[src/logic/scg_cfg.svh]
`ifndef SCG_CFG_SVH
`define SCG_CFG_SVH

// ----------------------------------------------------------------------------
// register offsets
// ----------------------------------------------------------------------------
`define SCG_OFF_RAM_LO     4'h0
`define SCG_OFF_RAM_HI     4'h1
`define SCG_OFF_ROM_TOP    4'h2
`define SCG_OFF_RELOC      4'h3
`define SCG_OFF_CONFIG     4'h4
`define SCG_OFF_STATUS     4'h5
`define SCG_OFF_WAITS      4'h6

// ----------------------------------------------------------------------------
// field positions and reset values
// ----------------------------------------------------------------------------
`define SCG_CFG_HIGH_IO    0
`define SCG_CFG_ROM_EN     1
`define SCG_CFG_CLK_DIV    2
`define SCG_RST_CONFIG     8'h06
`define SCG_RST_RAM_LO     8'hff
`define SCG_RST_RAM_HI     8'h00
`define SCG_RST_ROM_TOP    8'h00
`define SCG_RST_RELOC      8'h00
`define SCG_RELOC_HI       7
`define SCG_RELOC_LO       6

// ----------------------------------------------------------------------------
// address map constants
// ----------------------------------------------------------------------------
`define SCG_PAGE_HI        19
`define SCG_PAGE_LO        12
`define SCG_ROM_END_PAGE   8'h08
`define SCG_PAGE_ZERO      8'h00
`define SCG_CELL_LO        8'hd8
`define SCG_CELL_HI        8'hf7
`define SCG_HIGH_ZERO      8'h00
`define SCG_WAIT_MAX       8'hff

`endif

[src/logic/scg_pkg.sv]
package scg_pkg;

  typedef struct packed {
    logic [19:0] addr;
    logic        memory_request_n_n;
    logic        io_request_n_n;
    logic        m1_n;
    logic        chain_in;
    logic        wait_n;
  } scg_pins_s;

  typedef enum logic [1:0] {
    SCG_IDLE   = 2'b00,
    SCG_SAMPLE = 2'b01,
    SCG_DONE   = 2'b11
  } scg_cycle_e;

  typedef struct packed {
    logic io_sel;
    logic ram_sel;
    logic rom_sel;
  } scg_sel_s;

endpackage

[src/logic/scg_sync.sv]
`timescale 1ns/1ps
module scg_sync #(
  parameter int              W   = 1,
  parameter logic [W-1:0]    RST = '0
) (
  input  wire logic          CLK,
  input  wire logic          RESET,
  input  wire logic [W-1:0]  D,
  output logic      [W-1:0]  Q
);

  logic [W-1:0] s1_ff;
  logic [W-1:0] s2_ff;
  logic [W-1:0] s3_ff;
  logic [W-1:0] q_ff;
  wire  [W-1:0] nxt_q;

  // a change counts once stages two and three agree
  assign nxt_q = (s2_ff == s3_ff) ? s3_ff : q_ff;

  always_ff @(posedge CLK) begin
    if (RESET) begin
      s1_ff <= RST;
      s2_ff <= RST;
      s3_ff <= RST;
      q_ff  <= RST;
    end else begin
      s1_ff <= D;
      s2_ff <= s1_ff;
      s3_ff <= s2_ff;
      q_ff  <= nxt_q;
    end
  end

  assign Q = q_ff;

endmodule // scg_sync

[src/logic/scg_glue.sv]
// Design decisions made here: the strobed register port and the address map.
`timescale 1ns/1ps
`include "scg_cfg.svh"
module scg_glue
  import scg_pkg::*;
(
  input  wire logic        CLK,
  input  wire logic        RESET,
  input  wire logic [3:0]  REG_ADDR,
  input  wire logic [7:0]  REG_WDATA,
  input  wire logic        REG_WR,
  input  wire logic        REG_RD,
  output logic      [7:0]  REG_RDATA,
  input  wire logic [19:0] ADDR,
  input  wire logic        MEMORY_REQUEST_N,
  input  wire logic        IO_REQUEST_N,
  input  wire logic        FIRST_CYCLE_FLAG_N,
  output logic             IO_SPACE_SELECT_N,
  output logic             RAM_WINDOW_SELECT_N,
  output logic             ROM_WINDOW_SELECT_N,
  input  wire logic        CHAIN_ENABLE_IN,
  input  wire logic        ONCHIP_INT_SERVICE,
  output logic             CHAIN_ENABLE_OUT,
  output logic             SYSTEM_CLOCK_OUT,
  input  wire logic        SERIAL_WAIT_REQ,
  input  wire logic        WAIT_LINE_N,
  output logic             WAIT_DRIVE_N,
  output logic             WAIT_OE,
  input  wire logic        CYCLE_REQ,
  output logic             CYCLE_DONE
);

  // --------------------------------------------------------------------------
  // pin synchronisers
  // --------------------------------------------------------------------------
  localparam scg_pins_s PINS_RST = '{addr: 20'h00000, memory_request_n_n: 1'b1, io_request_n_n: 1'b1,
                                     m1_n: 1'b1, chain_in: 1'b0, wait_n: 1'b1};

  scg_pins_s pins_raw;
  scg_pins_s pins;
  logic [$bits(scg_pins_s)-1:0] pins_q;

  assign pins_raw = '{addr: ADDR, memory_request_n_n: MEMORY_REQUEST_N, io_request_n_n: IO_REQUEST_N,
                      m1_n: FIRST_CYCLE_FLAG_N, chain_in: CHAIN_ENABLE_IN,
                      wait_n: WAIT_LINE_N};

  scg_sync #(
    .W   ($bits(scg_pins_s)),
    .RST (PINS_RST)
  ) u_pin_sync (
    .CLK   (CLK),
    .RESET (RESET),
    .D     (pins_raw),
    .Q     (pins_q)
  );

  assign pins = scg_pins_s'(pins_q);

  // --------------------------------------------------------------------------
  // register file
  // --------------------------------------------------------------------------
  logic [7:0]  ram_lower_bound_ff;
  logic [7:0]  ram_upper_bound_ff;
  logic [7:0]  rom_upper_boundary_ff;
  logic [7:0]  io_relocation_control_ff;
  logic [7:0]  config_ff;
  logic [7:0]  rdata_ff;
  logic [7:0]  nxt_rdata;
  logic [7:0]  wait_count_ff;

  wire         wr_ram_lo  = REG_WR && (REG_ADDR == `SCG_OFF_RAM_LO);
  wire         wr_ram_hi  = REG_WR && (REG_ADDR == `SCG_OFF_RAM_HI);
  wire         wr_rom_top = REG_WR && (REG_ADDR == `SCG_OFF_ROM_TOP);
  wire         wr_reloc   = REG_WR && (REG_ADDR == `SCG_OFF_RELOC);
  wire         wr_config  = REG_WR && (REG_ADDR == `SCG_OFF_CONFIG);

  wire         high_io_dec = config_ff[`SCG_CFG_HIGH_IO];
  wire         rom_enable  = config_ff[`SCG_CFG_ROM_EN];
  wire         clk_divide  = config_ff[`SCG_CFG_CLK_DIV];

  always_ff @(posedge CLK) begin
    if (RESET) begin
      ram_lower_bound_ff       <= `SCG_RST_RAM_LO;
      ram_upper_bound_ff       <= `SCG_RST_RAM_HI;
      rom_upper_boundary_ff    <= `SCG_RST_ROM_TOP;
      io_relocation_control_ff <= `SCG_RST_RELOC;
      config_ff                <= `SCG_RST_CONFIG;
    end else begin
      if (wr_ram_lo)  ram_lower_bound_ff       <= REG_WDATA;
      if (wr_ram_hi)  ram_upper_bound_ff       <= REG_WDATA;
      if (wr_rom_top) rom_upper_boundary_ff    <= REG_WDATA;
      if (wr_reloc)   io_relocation_control_ff <= REG_WDATA;
      if (wr_config)  config_ff                <= REG_WDATA;
    end
  end

  // --------------------------------------------------------------------------
  // i/o space decode
  // --------------------------------------------------------------------------
  wire [7:0]   io_lo      = pins.addr[7:0];
  wire [7:0]   io_hi      = pins.addr[15:8];
  // interrupt acknowledge drives both strobes low and is no i/o access
  wire         int_ack    = !pins.io_request_n_n && !pins.m1_n;
  wire         io_cycle   = !pins.io_request_n_n && !int_ack;
  wire         hi_nonzero = (io_hi != `SCG_HIGH_ZERO);
  // on-chip register block follows relocation
  wire         in_reg_blk = (io_lo[`SCG_RELOC_HI:`SCG_RELOC_LO] ==
                             io_relocation_control_ff[`SCG_RELOC_HI:`SCG_RELOC_LO]);
  // on-chip cell block, aligned to groups of eight
  wire         in_cell_blk = (io_lo >= `SCG_CELL_LO) && (io_lo <= `SCG_CELL_HI);
  wire         io_hit_low  = !in_cell_blk && (!in_reg_blk || hi_nonzero);
  wire         io_hit_full = hi_nonzero || (!in_reg_blk && !in_cell_blk);
  wire         io_hit      = io_cycle && (high_io_dec ? io_hit_full : io_hit_low);

  // --------------------------------------------------------------------------
  // memory windows
  // --------------------------------------------------------------------------
  wire [7:0]   mem_page  = pins.addr[`SCG_PAGE_HI:`SCG_PAGE_LO];
  wire         mem_cycle = !pins.memory_request_n_n;
  wire         ram_hit   = mem_cycle && (mem_page >= ram_lower_bound_ff) &&
                           (mem_page <= ram_upper_bound_ff);
  wire [7:0]   rom_base  = rom_enable ? `SCG_ROM_END_PAGE : `SCG_PAGE_ZERO;
  wire         rom_hit   = mem_cycle && (mem_page >= rom_base) &&
                           (mem_page <= rom_upper_boundary_ff);

  scg_sel_s    sel_ff;
  scg_sel_s    nxt_sel;

  assign nxt_sel = '{io_sel: io_hit, ram_sel: ram_hit, rom_sel: rom_hit};

  always_ff @(posedge CLK) begin
    if (RESET) begin
      sel_ff <= '0;
    end else begin
      sel_ff <= nxt_sel;
    end
  end

  // --------------------------------------------------------------------------
  // select pins, registered active low
  // --------------------------------------------------------------------------
  logic        io_sel_n_ff;
  logic        ram_sel_n_ff;
  logic        rom_sel_n_ff;

  always_ff @(posedge CLK) begin
    if (RESET) begin
      io_sel_n_ff  <= 1'b1;
      ram_sel_n_ff <= 1'b1;
      rom_sel_n_ff <= 1'b1;
    end else begin
      io_sel_n_ff  <= !nxt_sel.io_sel;
      ram_sel_n_ff <= !nxt_sel.ram_sel;
      rom_sel_n_ff <= !nxt_sel.rom_sel;
    end
  end

  assign IO_SPACE_SELECT_N   = io_sel_n_ff;
  assign RAM_WINDOW_SELECT_N = ram_sel_n_ff;
  assign ROM_WINDOW_SELECT_N = rom_sel_n_ff;

  // --------------------------------------------------------------------------
  // interrupt daisy chain
  // --------------------------------------------------------------------------
  logic        chain_out_ff;
  // service level is internal to this clock, taken unsynchronised
  wire         nxt_chain_out = pins.chain_in && !ONCHIP_INT_SERVICE;

  always_ff @(posedge CLK) begin
    if (RESET) begin
      chain_out_ff <= 1'b0;
    end else begin
      chain_out_ff <= nxt_chain_out;
    end
  end

  assign CHAIN_ENABLE_OUT = chain_out_ff;

  // --------------------------------------------------------------------------
  // system clock enable
  // --------------------------------------------------------------------------
  logic        sys_en_ff;
  // every cycle when undivided, every other cycle when divided
  wire         nxt_sys_en = clk_divide ? !sys_en_ff : 1'b1;

  always_ff @(posedge CLK) begin
    if (RESET) begin
      sys_en_ff <= 1'b0;
    end else begin
      sys_en_ff <= nxt_sys_en;
    end
  end

  assign SYSTEM_CLOCK_OUT = sys_en_ff;

  // --------------------------------------------------------------------------
  // shared wait line
  // --------------------------------------------------------------------------
  logic        wait_oe_ff;
  logic        wait_o_ff;

  always_ff @(posedge CLK) begin
    if (RESET) begin
      wait_oe_ff <= 1'b0;
      wait_o_ff  <= 1'b0;
    end else begin
      wait_oe_ff <= SERIAL_WAIT_REQ;
      wait_o_ff  <= 1'b0;
    end
  end

  assign WAIT_DRIVE_N = wait_o_ff;
  assign WAIT_OE      = wait_oe_ff;

  // wired-or of the pin and our own request
  wire         wait_low = !pins.wait_n || SERIAL_WAIT_REQ;
  // the wait count holds at its top instead of wrapping
  wire         wait_sat = (wait_count_ff == `SCG_WAIT_MAX);

  // --------------------------------------------------------------------------
  // bus cycle completion
  // --------------------------------------------------------------------------
  scg_cycle_e  state_ff;
  scg_cycle_e  nxt_state;
  logic        done_ff;
  logic [7:0]  nxt_wait_count;

  always_comb begin
    nxt_state      = state_ff;
    nxt_wait_count = wait_count_ff;
    case (state_ff)
      SCG_IDLE: begin
        if (CYCLE_REQ) begin
          nxt_state      = SCG_SAMPLE;
          nxt_wait_count = 8'h00;
        end
      end
      SCG_SAMPLE: begin
        if (sys_en_ff) begin
          if (wait_low) begin
            if (!wait_sat) begin
              nxt_wait_count = wait_count_ff + 8'h01;
            end
          end else begin
            nxt_state = SCG_DONE;
          end
        end
      end
      SCG_DONE: begin
        nxt_state = SCG_IDLE;
      end
      default: begin
        nxt_state = SCG_IDLE;
      end
    endcase
  end

  always_ff @(posedge CLK) begin
    if (RESET) begin
      state_ff      <= SCG_IDLE;
      done_ff       <= 1'b0;
      wait_count_ff <= 8'h00;
    end else begin
      state_ff      <= nxt_state;
      done_ff       <= (nxt_state == SCG_DONE);
      wait_count_ff <= nxt_wait_count;
    end
  end

  assign CYCLE_DONE = done_ff;

  // --------------------------------------------------------------------------
  // read path
  // --------------------------------------------------------------------------
  wire [7:0]   status_word = {2'b00, chain_out_ff, state_ff, sel_ff};

  always_comb begin
    nxt_rdata = 8'h00;
    if (REG_RD) begin
      case (REG_ADDR)
        `SCG_OFF_RAM_LO:  nxt_rdata = ram_lower_bound_ff;
        `SCG_OFF_RAM_HI:  nxt_rdata = ram_upper_bound_ff;
        `SCG_OFF_ROM_TOP: nxt_rdata = rom_upper_boundary_ff;
        `SCG_OFF_RELOC:   nxt_rdata = io_relocation_control_ff;
        `SCG_OFF_CONFIG:  nxt_rdata = config_ff;
        `SCG_OFF_STATUS:  nxt_rdata = status_word;
        `SCG_OFF_WAITS:   nxt_rdata = wait_count_ff;
        default:          nxt_rdata = 8'h00;
      endcase
    end
  end

  always_ff @(posedge CLK) begin
    if (RESET) begin
      rdata_ff <= 8'h00;
    end else begin
      rdata_ff <= nxt_rdata;
    end
  end

  assign REG_RDATA = rdata_ff;

endmodule // scg_glue

[config.mk]
export PLATFORM = sky130hd
export DESIGN_NAME = scg_glue
export DESIGN_NICKNAME = d
export VERILOG_FILES = /design/src/logic/scg_pkg.sv /design/src/logic/scg_sync.sv /design/src/logic/scg_glue.sv
export VERILOG_INCLUDE_DIRS = /design/src /design/src/logic
export SDC_FILE = /design/constraint.sdc
export NUM_CORES = 1
export LEC_CHECK = 0
export ABC_AREA = 1
export BUFFER_PORTS_ARGS = -buffer_cell sky130_fd_sc_hd__clkbuf_2
export CAP_MARGIN = 40
export CORE_ASPECT_RATIO = 0.75
export CORE_MARGIN = 2
export CORE_UTILIZATION = 30
export DETAILED_ROUTE_END_ITERATION = 7
export PLACE_DENSITY = 0.57
export REMOVE_ABC_BUFFERS = 1
export SLEW_MARGIN = 20
export SYNTH_ARGS = -nofsm -noshare
export SYNTH_HDL_FRONTEND = slang
export SYNTH_SLANG_ARGS = --single-unit
[constraint.sdc]
create_clock -name CLK -period 1.5 [get_ports CLK]
set_clock_uncertainty 0.2 [all_clocks]
set_input_delay 0.45 -clock CLK [delete_from_list [all_inputs] [get_ports CLK]]
set_output_delay 0.45 -clock CLK [all_outputs]
set_load 0.01 [all_outputs]
==> out/qor.txt, run 1 <==
status = finished, violations left
failing checks = negative setup slack
Pleak = 0.00451 uW
largest net degree at the start of global routing = 63
Final nets = 1194
global-route wire length before repair = 29400 um
post-route cell area = 9940 um2
Die Ht = 136 um
Hold Worst Slack = 0.0202 ns
total number of vias = 6352
initial antenna violation count = 1
shortest period the worst path allows = 1.76 ns
Slew Limit Fails = 0
drt via density = 4.42
critical path's slowest cell = dfxtp_2
Synth cell types = 36
Area contributors post-synth = dfxtp_1 48%, nand2_1 8.8%, inv_1 8.6%
Worst Path Required = 1.63 ns
Layout fillers = 2252
Die Area = 24400 um2
Layout Cells excl Fill = 1438
setup TNS = -5.62 ns
flops & latches, synth = 165
number of standard cells after synthesis = 939
Initial Utilization = 30.4%
Hold WC Path Type = in -> reg
Synth area leader = dfxtp_1
CTS tree = built
Critical Path, Cell by Cell = buf_4 > nand2_1 > nand2_1 > nor2_2 > nand3_2 > nor2_4 > clkbuf_16 > nand3_2 > nand2_1 > nor2_1
drt drc = 0
Tcrit/Tclk final = 118%
slowest cell delay on critical path = 0.32 ns
worst-path fanout max = 6
share of post-route cells with drive strength above 1 = 35.5%
clock transition at the registers of the reported paths = 0.07 ns
sequential area share after synthesis = 47.6%
vias in the first global route = 5850
Post-Route WL = 18700 um
HPWL Detailed = 13000 um
Die X = 180 um
core area = 22900 um2
Synth-to-Final Area Change = 43.1%
Root Driver = clkbuf_16
count of final setup violators = 40
CTS Buf Count = 17
Placement Rows = 48
Worst setup SP type = register
clock latency on the worst-skew pair = 0.44 ns
maximum VDD drop = 690 uV
gr ovfl total = 0
final RePlAce weighted congestion = 0.924
CTS sink cnt = 165
# IOs = 60
post-synthesis average cell area = 7.40 um2
Yosys warning count = 0
Max H-tree Level = 4
WL/cell = 13.0 um
max frequency = 567 MHz
clock buffer depth = 2
Setup CP Type = reg -> reg
Tot GR Track Use = 15.3%
Final ANT Viol Nets = 0
dpl cell area = 8290 um2
Inst Count DP = 1370
max-cap viol count = 0
Final Hold Fails = 0
RSZ-0062 raised after global routing = true
final worst slack = -0.263 ns
cell mode on critical path = nand2_1
DRT Pass-1 Iters = 5
PwrDens = 1010 nW/um2
Worst setup EP type = register
CP arrival = 1.89 ns
Initial DRC Count = 327
I/O Buffers = 58
Yosys top cell area share = 47.6%
Mapped Area = 6950 um2
layer usage:
| metal | vias up | global-route usage, % | wire, um |
|---|---|---|---|
| li1 | 3296 | - | - |
| met1 | 2902 | 21.3 | 9520 |
| met2 | 140 | 23.7 | 8170 |
| met3 | 14 | 3.87 | 902 |
| met4 | 0 | 3.84 | 156 |
| met5 | - | 0 | 0 |
synthesized netlist by cell type (all sizes together):
cell	count
nor4	2
buf	17
xnor2	6
xor2	3
conb	1
nand4	5
nand2	170
o311ai	1
inv	167
a211oi	1
nand3	50
or2	10
a31oi	1
o211ai	2
ha	26
nor2	155
nor3	7
a22oi	2
a21oi	71
o221ai	2
dfxtp	165
o21bai	2
a21o	1
o22ai	10
o21ai	48
clkbuf	14
metrics by stage:
stage | utilization (%) | worst slack [ns] | power, uW
after floorplan | - | -0.546 | 5160
after global placement | 36.2 | -0.229 | 5610
after detailed placement | 36.2 | -0.326 | 5620
after CTS | 41.0 | -0.170 | 10000
after global routing | 43.4 | -0.399 | 10500
final | 43.4 | -0.263 | 10100
final cells by class:
| cell class | count | area (um2) | area share, % |
|---|---|---|---|
| clock buffers | 21 | 450 | 4.53 |
| repair buffers | 197 | 1570 | 15.8 |
| flip-flops and latches | 165 | 3370 | 33.9 |
| diodes | 1 | 2.50 | 0.0252 |
| well taps | 300 | 375 | 3.78 |
| multi-input cells | 576 | 3420 | 34.4 |
| inverters | 167 | 632 | 6.36 |
| clock inverters | 11 | 116 | 1.17 |
report_power, final:
part,internal [uW],switching [uW]
clock network,2370,1920
registers,4510,79.3
logic,543,655
sequential cells by signal, indices dropped and copies added, names as in the netlist, 22 cells and up:
register	count
u_pin_sync.s1_ff	25
u_pin_sync.s2_ff	25
u_pin_sync.s3_ff	25
u_pin_sync.Q	22
critical path: cells and delay by family (launching register included):
| family | cells | cell delay [ns] |
|---|---|---|
| flip-flops | 1 | 0.32 |
| AND/OR/NAND/NOR | 8 | 0.80 |
| buffers and inverters | 2 | 0.33 |
kinds of logic (layout without fill, tap and decap cells):
family	after synthesis	after routing	synth area share (%)
compound gates	141	141	10.8
fa+ha+maj	26	26	4.68
flops	165	165	47.6
other cells	1	2	0.0540
buf+inv	198	396	11.5
xor+xnor	9	9	1.13
simple gates	399	399	24.2
placed cells by master (no fill, tap or decap), types with 6 or more instances in the layout:
master         instances
dfxtp_2               35
dfxtp_4                6
nand3_1               33
nand2_1              134
nand3_2               17
o21ai_1               12
nor2_4                 9
inv_1                134
a21oi_2                9
ha_4                  16
dfxtp_1              124
or2_2                  9
nand2_2               31
clkbuf_16             18
o21ai_0               32
a21oi_1               61
dlygate4sd3_1         23
inv_2                 32
ha_1                  10
o22ai_1               10
buf_4                101
inv_6                  6
clkbuf_2              42
nor2_2                16
buf_6                 20
nor2_1               130
path summary, 6_finish.rpt:
path	start	cells past startpoint	slack, ns	endpoint
worst min-delay path	MEMORY_REQUEST_N	2	0.02	u_pin_sync.s1_ff[4]
worst max register to register	u_pin_sync.s2_ff[8]	10	-0.26	u_pin_sync.Q[9]
worst max-delay path	u_pin_sync.s2_ff[8]	10	-0.26	u_pin_sync.Q[9]
worst min register to register	u_pin_sync.s1_ff[8]	2	0.19	u_pin_sync.s2_ff[8]
what timing repair did:
action,in CTS,in global routing
endpoints found under the setup margin,51,54
pin swaps,9,54
hold endpoints to repair,23,0
cloned,1,2
hold buffers,23,0
setup buffers,5,7
gates resized for setup,69,161
No activity file was read; power rests on OpenSTA's default activity.
==> run 2, diff against run 1 <==
--- a/config.mk
+++ b/config.mk
@@ -15,6 +15,7 @@
 export DETAILED_ROUTE_END_ITERATION = 7
 export PLACE_DENSITY = 0.57
 export REMOVE_ABC_BUFFERS = 1
+export SKIP_CTS_REPAIR_TIMING = 1
 export SLEW_MARGIN = 20
 export SYNTH_ARGS = -nofsm -noshare
 export SYNTH_HDL_FRONTEND = slang
==> run 2 against run 1 <==
Largest cell class is now flip-flops and latches. Non-clock buffer count decreased by 18. Total power down 1.2%. The run ends with negative hold slack, negative setup slack left. Highest routed layer unchanged. Core utilization down 1.4 points. Cell area is 3.3% lower.
==> out/qor.txt, run 2 (synthesis gave the netlist of run 1 again) <==
status = finished, violations left (unchanged)
failing checks = negative hold slack, negative setup slack (was negative setup slack)
count of final setup violators = 45 (was 40)
Initial Utilization = 30.4% (unchanged)
Setup CP Type = reg -> reg (unchanged)
clock power share = 43.1% (was 42.6%)
I/O Buffers = 58 (unchanged)
Tot GR Track Use = 14.8% (was 15.3%)
worst-path fanout max = 9 (was 6)
Worst setup SP type = register (unchanged)
total number of vias = 6272 (was 6352)
Synth-to-Final Area Change = 38.4% (was 43.1%)
Internal Pwr Total = 7370 uW (was 7430 uW)
Tcrit/Tclk final = 117% (was 118%)
Root Driver = clkbuf_16 (unchanged)
most common cell after layout, fill and taps aside = nand2_1
maximum VDD drop = 697 uV (was 690 uV)
shortest period the worst path allows = 1.75 ns (was 1.76 ns)
Hold Worst Slack = -0.00421 ns (was 0.0202 ns)
RSZ-0062 raised after global routing = true (unchanged)
slowest cell delay on critical path = 0.34 ns (was 0.32 ns)
biggest regs = u_pin_sync.s1_ff (25), u_pin_sync.s2_ff (25), u_pin_sync.s3_ff (25) (unchanged)
Worst setup EP type = register (unchanged)
Final nets = 1176 (was 1194)
register-to-register path setup slack = -0.25 ns (was -0.26 ns)
initial antenna violation count = 1 (unchanged)
CP arrival = 1.91 ns (was 1.89 ns)
combinational share of power = 10.8% (was 11.9%)
switching pwr = 2600 uW (was 2660 uW)
gr ovfl total = 0 (unchanged)
Placement Rows = 48 (unchanged)
share of post-route cells with drive strength above 1 = 33.0% (was 35.5%)
Tot Pwr = 9970 uW (was 10100 uW)
Slew Limit Fails = 0 (unchanged)
WL/cell = 12.8 um (was 13.0 um)
largest net degree at the start of global routing = 63 (unchanged)
commonest non-fill, non-tap cells in the layout = 146 x nand2_1, 137 x inv_1, 126 x nor2_1, 122 x dfxtp_1, 102 x buf_4 (was 134 x inv_1, 134 x nand2_1, 130 x nor2_1, 124 x dfxtp_1, 101 x buf_4)
HPWL Detailed = 13000 um (unchanged)
PwrDens = 1040 nW/um2 (was 1010 nW/um2)
clock transition at the registers of the reported paths = 0.07 ns (about the same)
# IOs = 60 (unchanged)
vias in the first global route = 5629 (was 5850)
cell mode on critical path = nand2_2 (was nand2_1)
Die Area = 24400 um2 (unchanged)
Post-Route WL = 18100 um (was 18700 um)
CTS sink cnt = 165 (unchanged)
DRT Pass-1 Iters = 6 (was 5)
R2R Path Start = u_pin_sync.s2_ff[24] (was u_pin_sync.s2_ff[8])
core area = 22900 um2 (unchanged)
reg2reg end = u_pin_sync.Q[21] (was u_pin_sync.Q[9])
Hold WC Path Type = in -> reg (unchanged)
crit path from = u_pin_sync.s2_ff[24] (was u_pin_sync.s2_ff[8])
Final Hold Fails = 1 (was 0)
final core area utilization = 42.0% (was 43.4%)
Worst Path Required = 1.66 ns (was 1.63 ns)
Reg2Reg Depth = 11 (was 10)
critical path's slowest cell = dfxtp_2 (unchanged)
Final ANT Viol Nets = 0 (unchanged)
drt via density = 4.42 (about the same)
Critical Path, Cell by Cell = inv_2 > nand2_2 > nand2_2 > nor2_2 > nand2_1 > nor2_2 > nand2_2 > nor2_4 > clkbuf_16 > nor2_1 > nor2_1 (was buf_4 > nand2_1 > nand2_1 > nor2_2 > nand3_2 > nor2_4 > clkbuf_16 > nand3_2 > nand2_1 > nor2_1)
max-cap viol count = 0 (unchanged)
Die Ht = 136 um (unchanged)
max frequency = 570 MHz (was 567 MHz)
global-route wire length before repair = 28400 um (was 29400 um)
clock buffer depth = 2 (unchanged)
final worst slack = -0.253 ns (was -0.263 ns)
end of the critical path = u_pin_sync.Q[21] (was u_pin_sync.Q[9])
final RePlAce weighted congestion = 0.924 (unchanged)
Die X = 180 um (unchanged)
CTS Buf Count = 17 (unchanged)
clock latency on the worst-skew pair = 0.44 ns (about the same)
Pleak = 0.00440 uW (was 0.00451 uW)
drt drc = 0 (unchanged)
CTS tree = built (unchanged)
Sw Share = 26.1% (was 26.3%)
Initial DRC Count = 352 (was 327)
share of power burned in registers = 46.1% (was 45.6%)
Max H-tree Level = 4 (unchanged)
run 2: worst min-delay path by stage:
stage | to | slack (ns) | depth (start not counted) | start
after floorplan | u_pin_sync.s2_ff[10] | 0.19 | 2 | u_pin_sync.s1_ff[10]
after global placement | u_pin_sync.s2_ff[22] | 0.19 | 2 | u_pin_sync.s1_ff[22]
after detailed placement | u_pin_sync.s2_ff[8] | 0.19 | 2 | u_pin_sync.s1_ff[8]
after CTS | CHAIN_ENABLE_OUT | -0.04 | 2 | ONCHIP_INT_SERVICE
after global routing | u_pin_sync.s1_ff[13] | 0.002 | 3 | ADDR[8]
final | u_pin_sync.s1_ff[8] | -0.004 | 3 | ADDR[3]
run 2: area by class of cell:
| cell class | count | area, um2 |
|---|---|---|
| clock buffers | 21 | 450 |
| repair buffers | 179 | 1420 |
| flip-flops and latches | 165 | 3370 |
| diodes | 1 | 2.50 |
| multi-input cells | 576 | 3250 |
| fillers | 2279 | 13300 |
| clock inverters | 11 | 116 |
| well taps | 300 | 375 |
| inverters | 167 | 627 |
run 2: metrics by stage:
stage | instances | setup WS (ns) | TNS (ns) | hold slack, ns | area (um2)
after floorplan | 908 | -0.546 | -21.24 | 0.188 | 6770
after global placement | 1370 | -0.229 | -11.96 | 0.192 | 8290
after detailed placement | 1370 | -0.326 | -14.74 | 0.193 | 8290
after CTS | 1402 | -0.229 | -6.59 | -0.0380 | 8860
after global routing | 1419 | -0.324 | -8.93 | 0.00191 | 9610
final | 1420 | -0.253 | -5.53 | -0.00421 | 9610
run 2: layer usage:
metal  vias to the layer above  GRT usage, %  part of all wire, %
met5                         -             0                    0
met4                         0          3.84                 0.90
met3                        15          4.22                  5.2
met2                       142          22.3                   42
met1                      2854          20.8                   52
li1                       3261             -                    -
run 2: critical path, delay by kind of cell, from the launching register on:
family	cells	cell delay [ns]
DFF	1	0.34
buffers and inverters	2	0.24
and+or+nand+nor	9	0.91
run 2: power by group through the flow:
stage / registers [uW] / logic [uW] / clock network, uW
2_1_floorplan: 4680 / 478 / 0
3_3_place_gp: 4680 / 924 / 0
3_5_place_dp: 4680 / 937 / 0
4_1_cts: 4580 / 942 / 4390
5_1_grt: 4610 / 1210 / 4560
6_report: 4590 / 1080 / 4300
==> run 3, diff against run 2 <==
--- a/config.mk
+++ b/config.mk
@@ -10,10 +10,12 @@
 export BUFFER_PORTS_ARGS = -buffer_cell sky130_fd_sc_hd__clkbuf_2
 export CAP_MARGIN = 40
 export CORE_ASPECT_RATIO = 0.75
-export CORE_MARGIN = 2
+export CORE_MARGIN = 8
 export CORE_UTILIZATION = 30
 export DETAILED_ROUTE_END_ITERATION = 7
+export HOLD_SLACK_MARGIN = 0.12
 export PLACE_DENSITY = 0.57
+export RECOVER_POWER = 50
 export REMOVE_ABC_BUFFERS = 1
 export SKIP_CTS_REPAIR_TIMING = 1
 export SLEW_MARGIN = 20
==> run 3 against run 2 <==
The flow finishes with violations (negative setup slack). Total power is 2.1% higher. Clock power grew 3%. Count of clock-buffer cells in the layout decreased by 3. Combinational power increased by 5%. Cell count increased by 2.0%. Die area is 16% higher. Worst hold slack improved by 0.13 ns. Flip-flop and latch count unchanged. Non-clock buffer count grew 30. First-iteration DRC count is 25% higher. Sequential share of layout area decreased by 0.65 points.
==> out/qor.txt, run 3 (synthesis gave the netlist of run 1 again) <==
drt drc = 0 (unchanged)
R2R Path Start = u_pin_sync.s2_ff[1] (was u_pin_sync.s2_ff[24])
setup TNS = -8.40 ns (was -5.53 ns)
clock transition at the registers of the reported paths = 0.07 ns (about the same)
share of post-route cells with drive strength above 1 = 30.5% (was 33.0%)
final worst slack = -0.306 ns (was -0.253 ns)
Reg2Reg Depth = 9 (was 11)
# IOs = 60 (unchanged)
combinational share of power = 11.1% (was 10.8%)
Worst setup SP type = register (unchanged)
clock buffer depth = 2 (unchanged)
shortest period the worst path allows = 1.81 ns (was 1.75 ns)
commonest non-fill, non-tap cells in the layout = 146 x inv_1, 145 x nand2_1, 131 x dfxtp_1, 130 x nor2_1, 110 x buf_4 (was 146 x nand2_1, 137 x inv_1, 126 x nor2_1, 122 x dfxtp_1, 102 x buf_4)
Worst Min Path Start = REG_WDATA[1] (was ADDR[3])
reg2reg end = u_pin_sync.Q[17] (was u_pin_sync.Q[21])
Pleak = 0.00455 uW (was 0.00440 uW)
Worst setup EP type = register (unchanged)
CTS sink cnt = 165 (unchanged)
Tot Pwr = 10200 uW (was 9970 uW)
Final Hold Fails = 0 (was 1)
share of power burned in registers = 45.1% (was 46.1%)
switching pwr = 2600 uW (about the same)
PwrDens = 1040 nW/um2 (about the same)
CTS tree = built (unchanged)
status = finished, violations left (unchanged)
CTS Buf Count = 17 (unchanged)
ANT cells = 0 (was 1)
total number of vias = 6317 (was 6272)
max-cap viol count = 0 (unchanged)
maximum VDD drop = 687 uV (was 697 uV)
Die X = 192 um (was 180 um)
HPWL Detailed = 13500 um (was 13000 um)
Placement Rows = 48 (unchanged)
Synth-to-Final Area Change = 40.4% (was 38.4%)
most common cell after layout, fill and taps aside = inv_1 (was nand2_1)
Internal Pwr Total = 7580 uW (was 7370 uW)
Root Driver = clkbuf_16 (unchanged)
Final ANT Viol Nets = 0 (unchanged)
Sw Share = 25.5% (was 26.1%)
Hold Worst Slack = 0.128 ns (was -0.00421 ns)
biggest regs = u_pin_sync.s1_ff (25), u_pin_sync.s2_ff (25), u_pin_sync.s3_ff (25) (unchanged)
drt via density = 4.36 (was 4.42)
DRT Pass-1 Iters = 5 (was 6)
clock latency on the worst-skew pair = 0.43 ns (was 0.44 ns)
count of final setup violators = 67 (was 45)
initial antenna violation count = 0 (was 1)
Die Area = 28300 um2 (was 24400 um2)
Post-Place Worst Slack = -0.326 ns (about the same)
Max H-tree Level = 4 (unchanged)
clock power share = 43.8% (was 43.1%)
Hold WC Path Type = in -> reg (unchanged)
Worst-Margin Slew = 0.507 ns
failing checks = negative setup slack (was negative hold slack, negative setup slack)
Slew Limit Fails = 0 (unchanged)
gr ovfl total = 0 (unchanged)
Final nets = 1206 (was 1176)
global-route wire length before repair = 29100 um (was 28400 um)
slew margin rel. = 66.2%
Layout Cells excl Fill = 1449 (was 1420)
Post-Route WL = 18500 um (was 18100 um)
Initial DRC Count = 441 (was 352)
WL/cell = 12.8 um (about the same)
max frequency = 554 MHz (was 570 MHz)
register-to-register path setup slack = -0.31 ns (was -0.25 ns)
largest net degree at the start of global routing = 49 (was 63)
worst-path fanout max = 5 (was 9)
final RePlAce weighted congestion = 0.902 (was 0.924)
core area = 22900 um2 (unchanged)
hold path depth = 3 (unchanged)
Die Ht = 148 um (was 136 um)
Initial Utilization = 30.4% (unchanged)
I/O Buffers = 58 (unchanged)
Worst Path Required = 1.65 ns (was 1.66 ns)
RSZ-0062 raised after global routing = true (unchanged)
Tcrit/Tclk final = 120% (was 117%)
WHS Endpoint = config_ff[1] (was u_pin_sync.s1_ff[8])
CP arrival = 1.96 ns (was 1.91 ns)
Setup CP Type = reg -> reg (unchanged)
Tot GR Track Use = 12.9% (was 14.8%)
Inst Count DP = 1381 (was 1370)
vias in the first global route = 5863 (was 5629)
run 3: cell count changes in the layout (fill, tap and decap cells not counted), sizes merged:
cell,before,now
buf,127,136
clkinvlp,3,0
bufinv,1,2
clkinv,1,4
clkbuf,66,64
inv,173,175
diode,1,0
dlygate4sd3,7,27
run 3: cell type report:
class	instances	area, um2
inverters	167	634
clock inverters	14	160
repair buffers	209	1660
multi-input cells	576	3120
flip-flops and latches	165	3360
fillers	2269	13100
well taps	300	375
clock buffers	18	439
run 3: per-layer routing:
layer | up-vias | part of all wire [%] | track usage (%)
met5 | - | 0 | 0
met4 | 0 | 1.1 | 3.61
met3 | 15 | 7.3 | 3.48
met2 | 173 | 41 | 18.7
met1 | 2809 | 50 | 18.3
li1 | 3320 | - | -
run 3: worst max path at each step:
stage               depth (start not counted)                  endpoint  slack [ns]                 start
floorplan                                   3              REG_RDATA[2]       -0.55                 RESET
global placement                            6              REG_RDATA[2]       -0.29           REG_ADDR[3]
detailed placement                          7  rom_upper_boundary_ff[2]       -0.33           REG_ADDR[3]
CTS                                        11          u_pin_sync.Q[24]       -0.23   u_pin_sync.s2_ff[7]
global route                               12          u_pin_sync.Q[17]       -0.40  u_pin_sync.s3_ff[14]
finish                                      9          u_pin_sync.Q[17]       -0.31   u_pin_sync.s2_ff[1]
run 3: critical path, stage by stage (launching register included):
cell and delay, ns:
dfxtp_2 0.35, xor2_1 0.17, nor2_4 0.12, nand2_2 0.07, nor2_4 0.15, nand2_2 0.09
nor2_4 0.25, clkbuf_16 0.20, nor2_1 0.04, nor2_1 0.10
run 3: per-stage QoR:
stage                     utilization (%)  cell area [um2]
final                                42.6             9750
after global routing                 42.6             9750
after CTS                            39.1             8950
after detailed placement             36.5             8350
after global placement               36.5             8350
after floorplan                         -             6770
run 3: power groups by stage:
stage	clock, uW	combinational [uW]	sequential [uW]
floorplan	0	478	4680
global placement	0	937	4680
detailed placement	0	942	4680
CTS	4560	947	4580
global route	4740	1270	4610
finish	4450	1130	4590
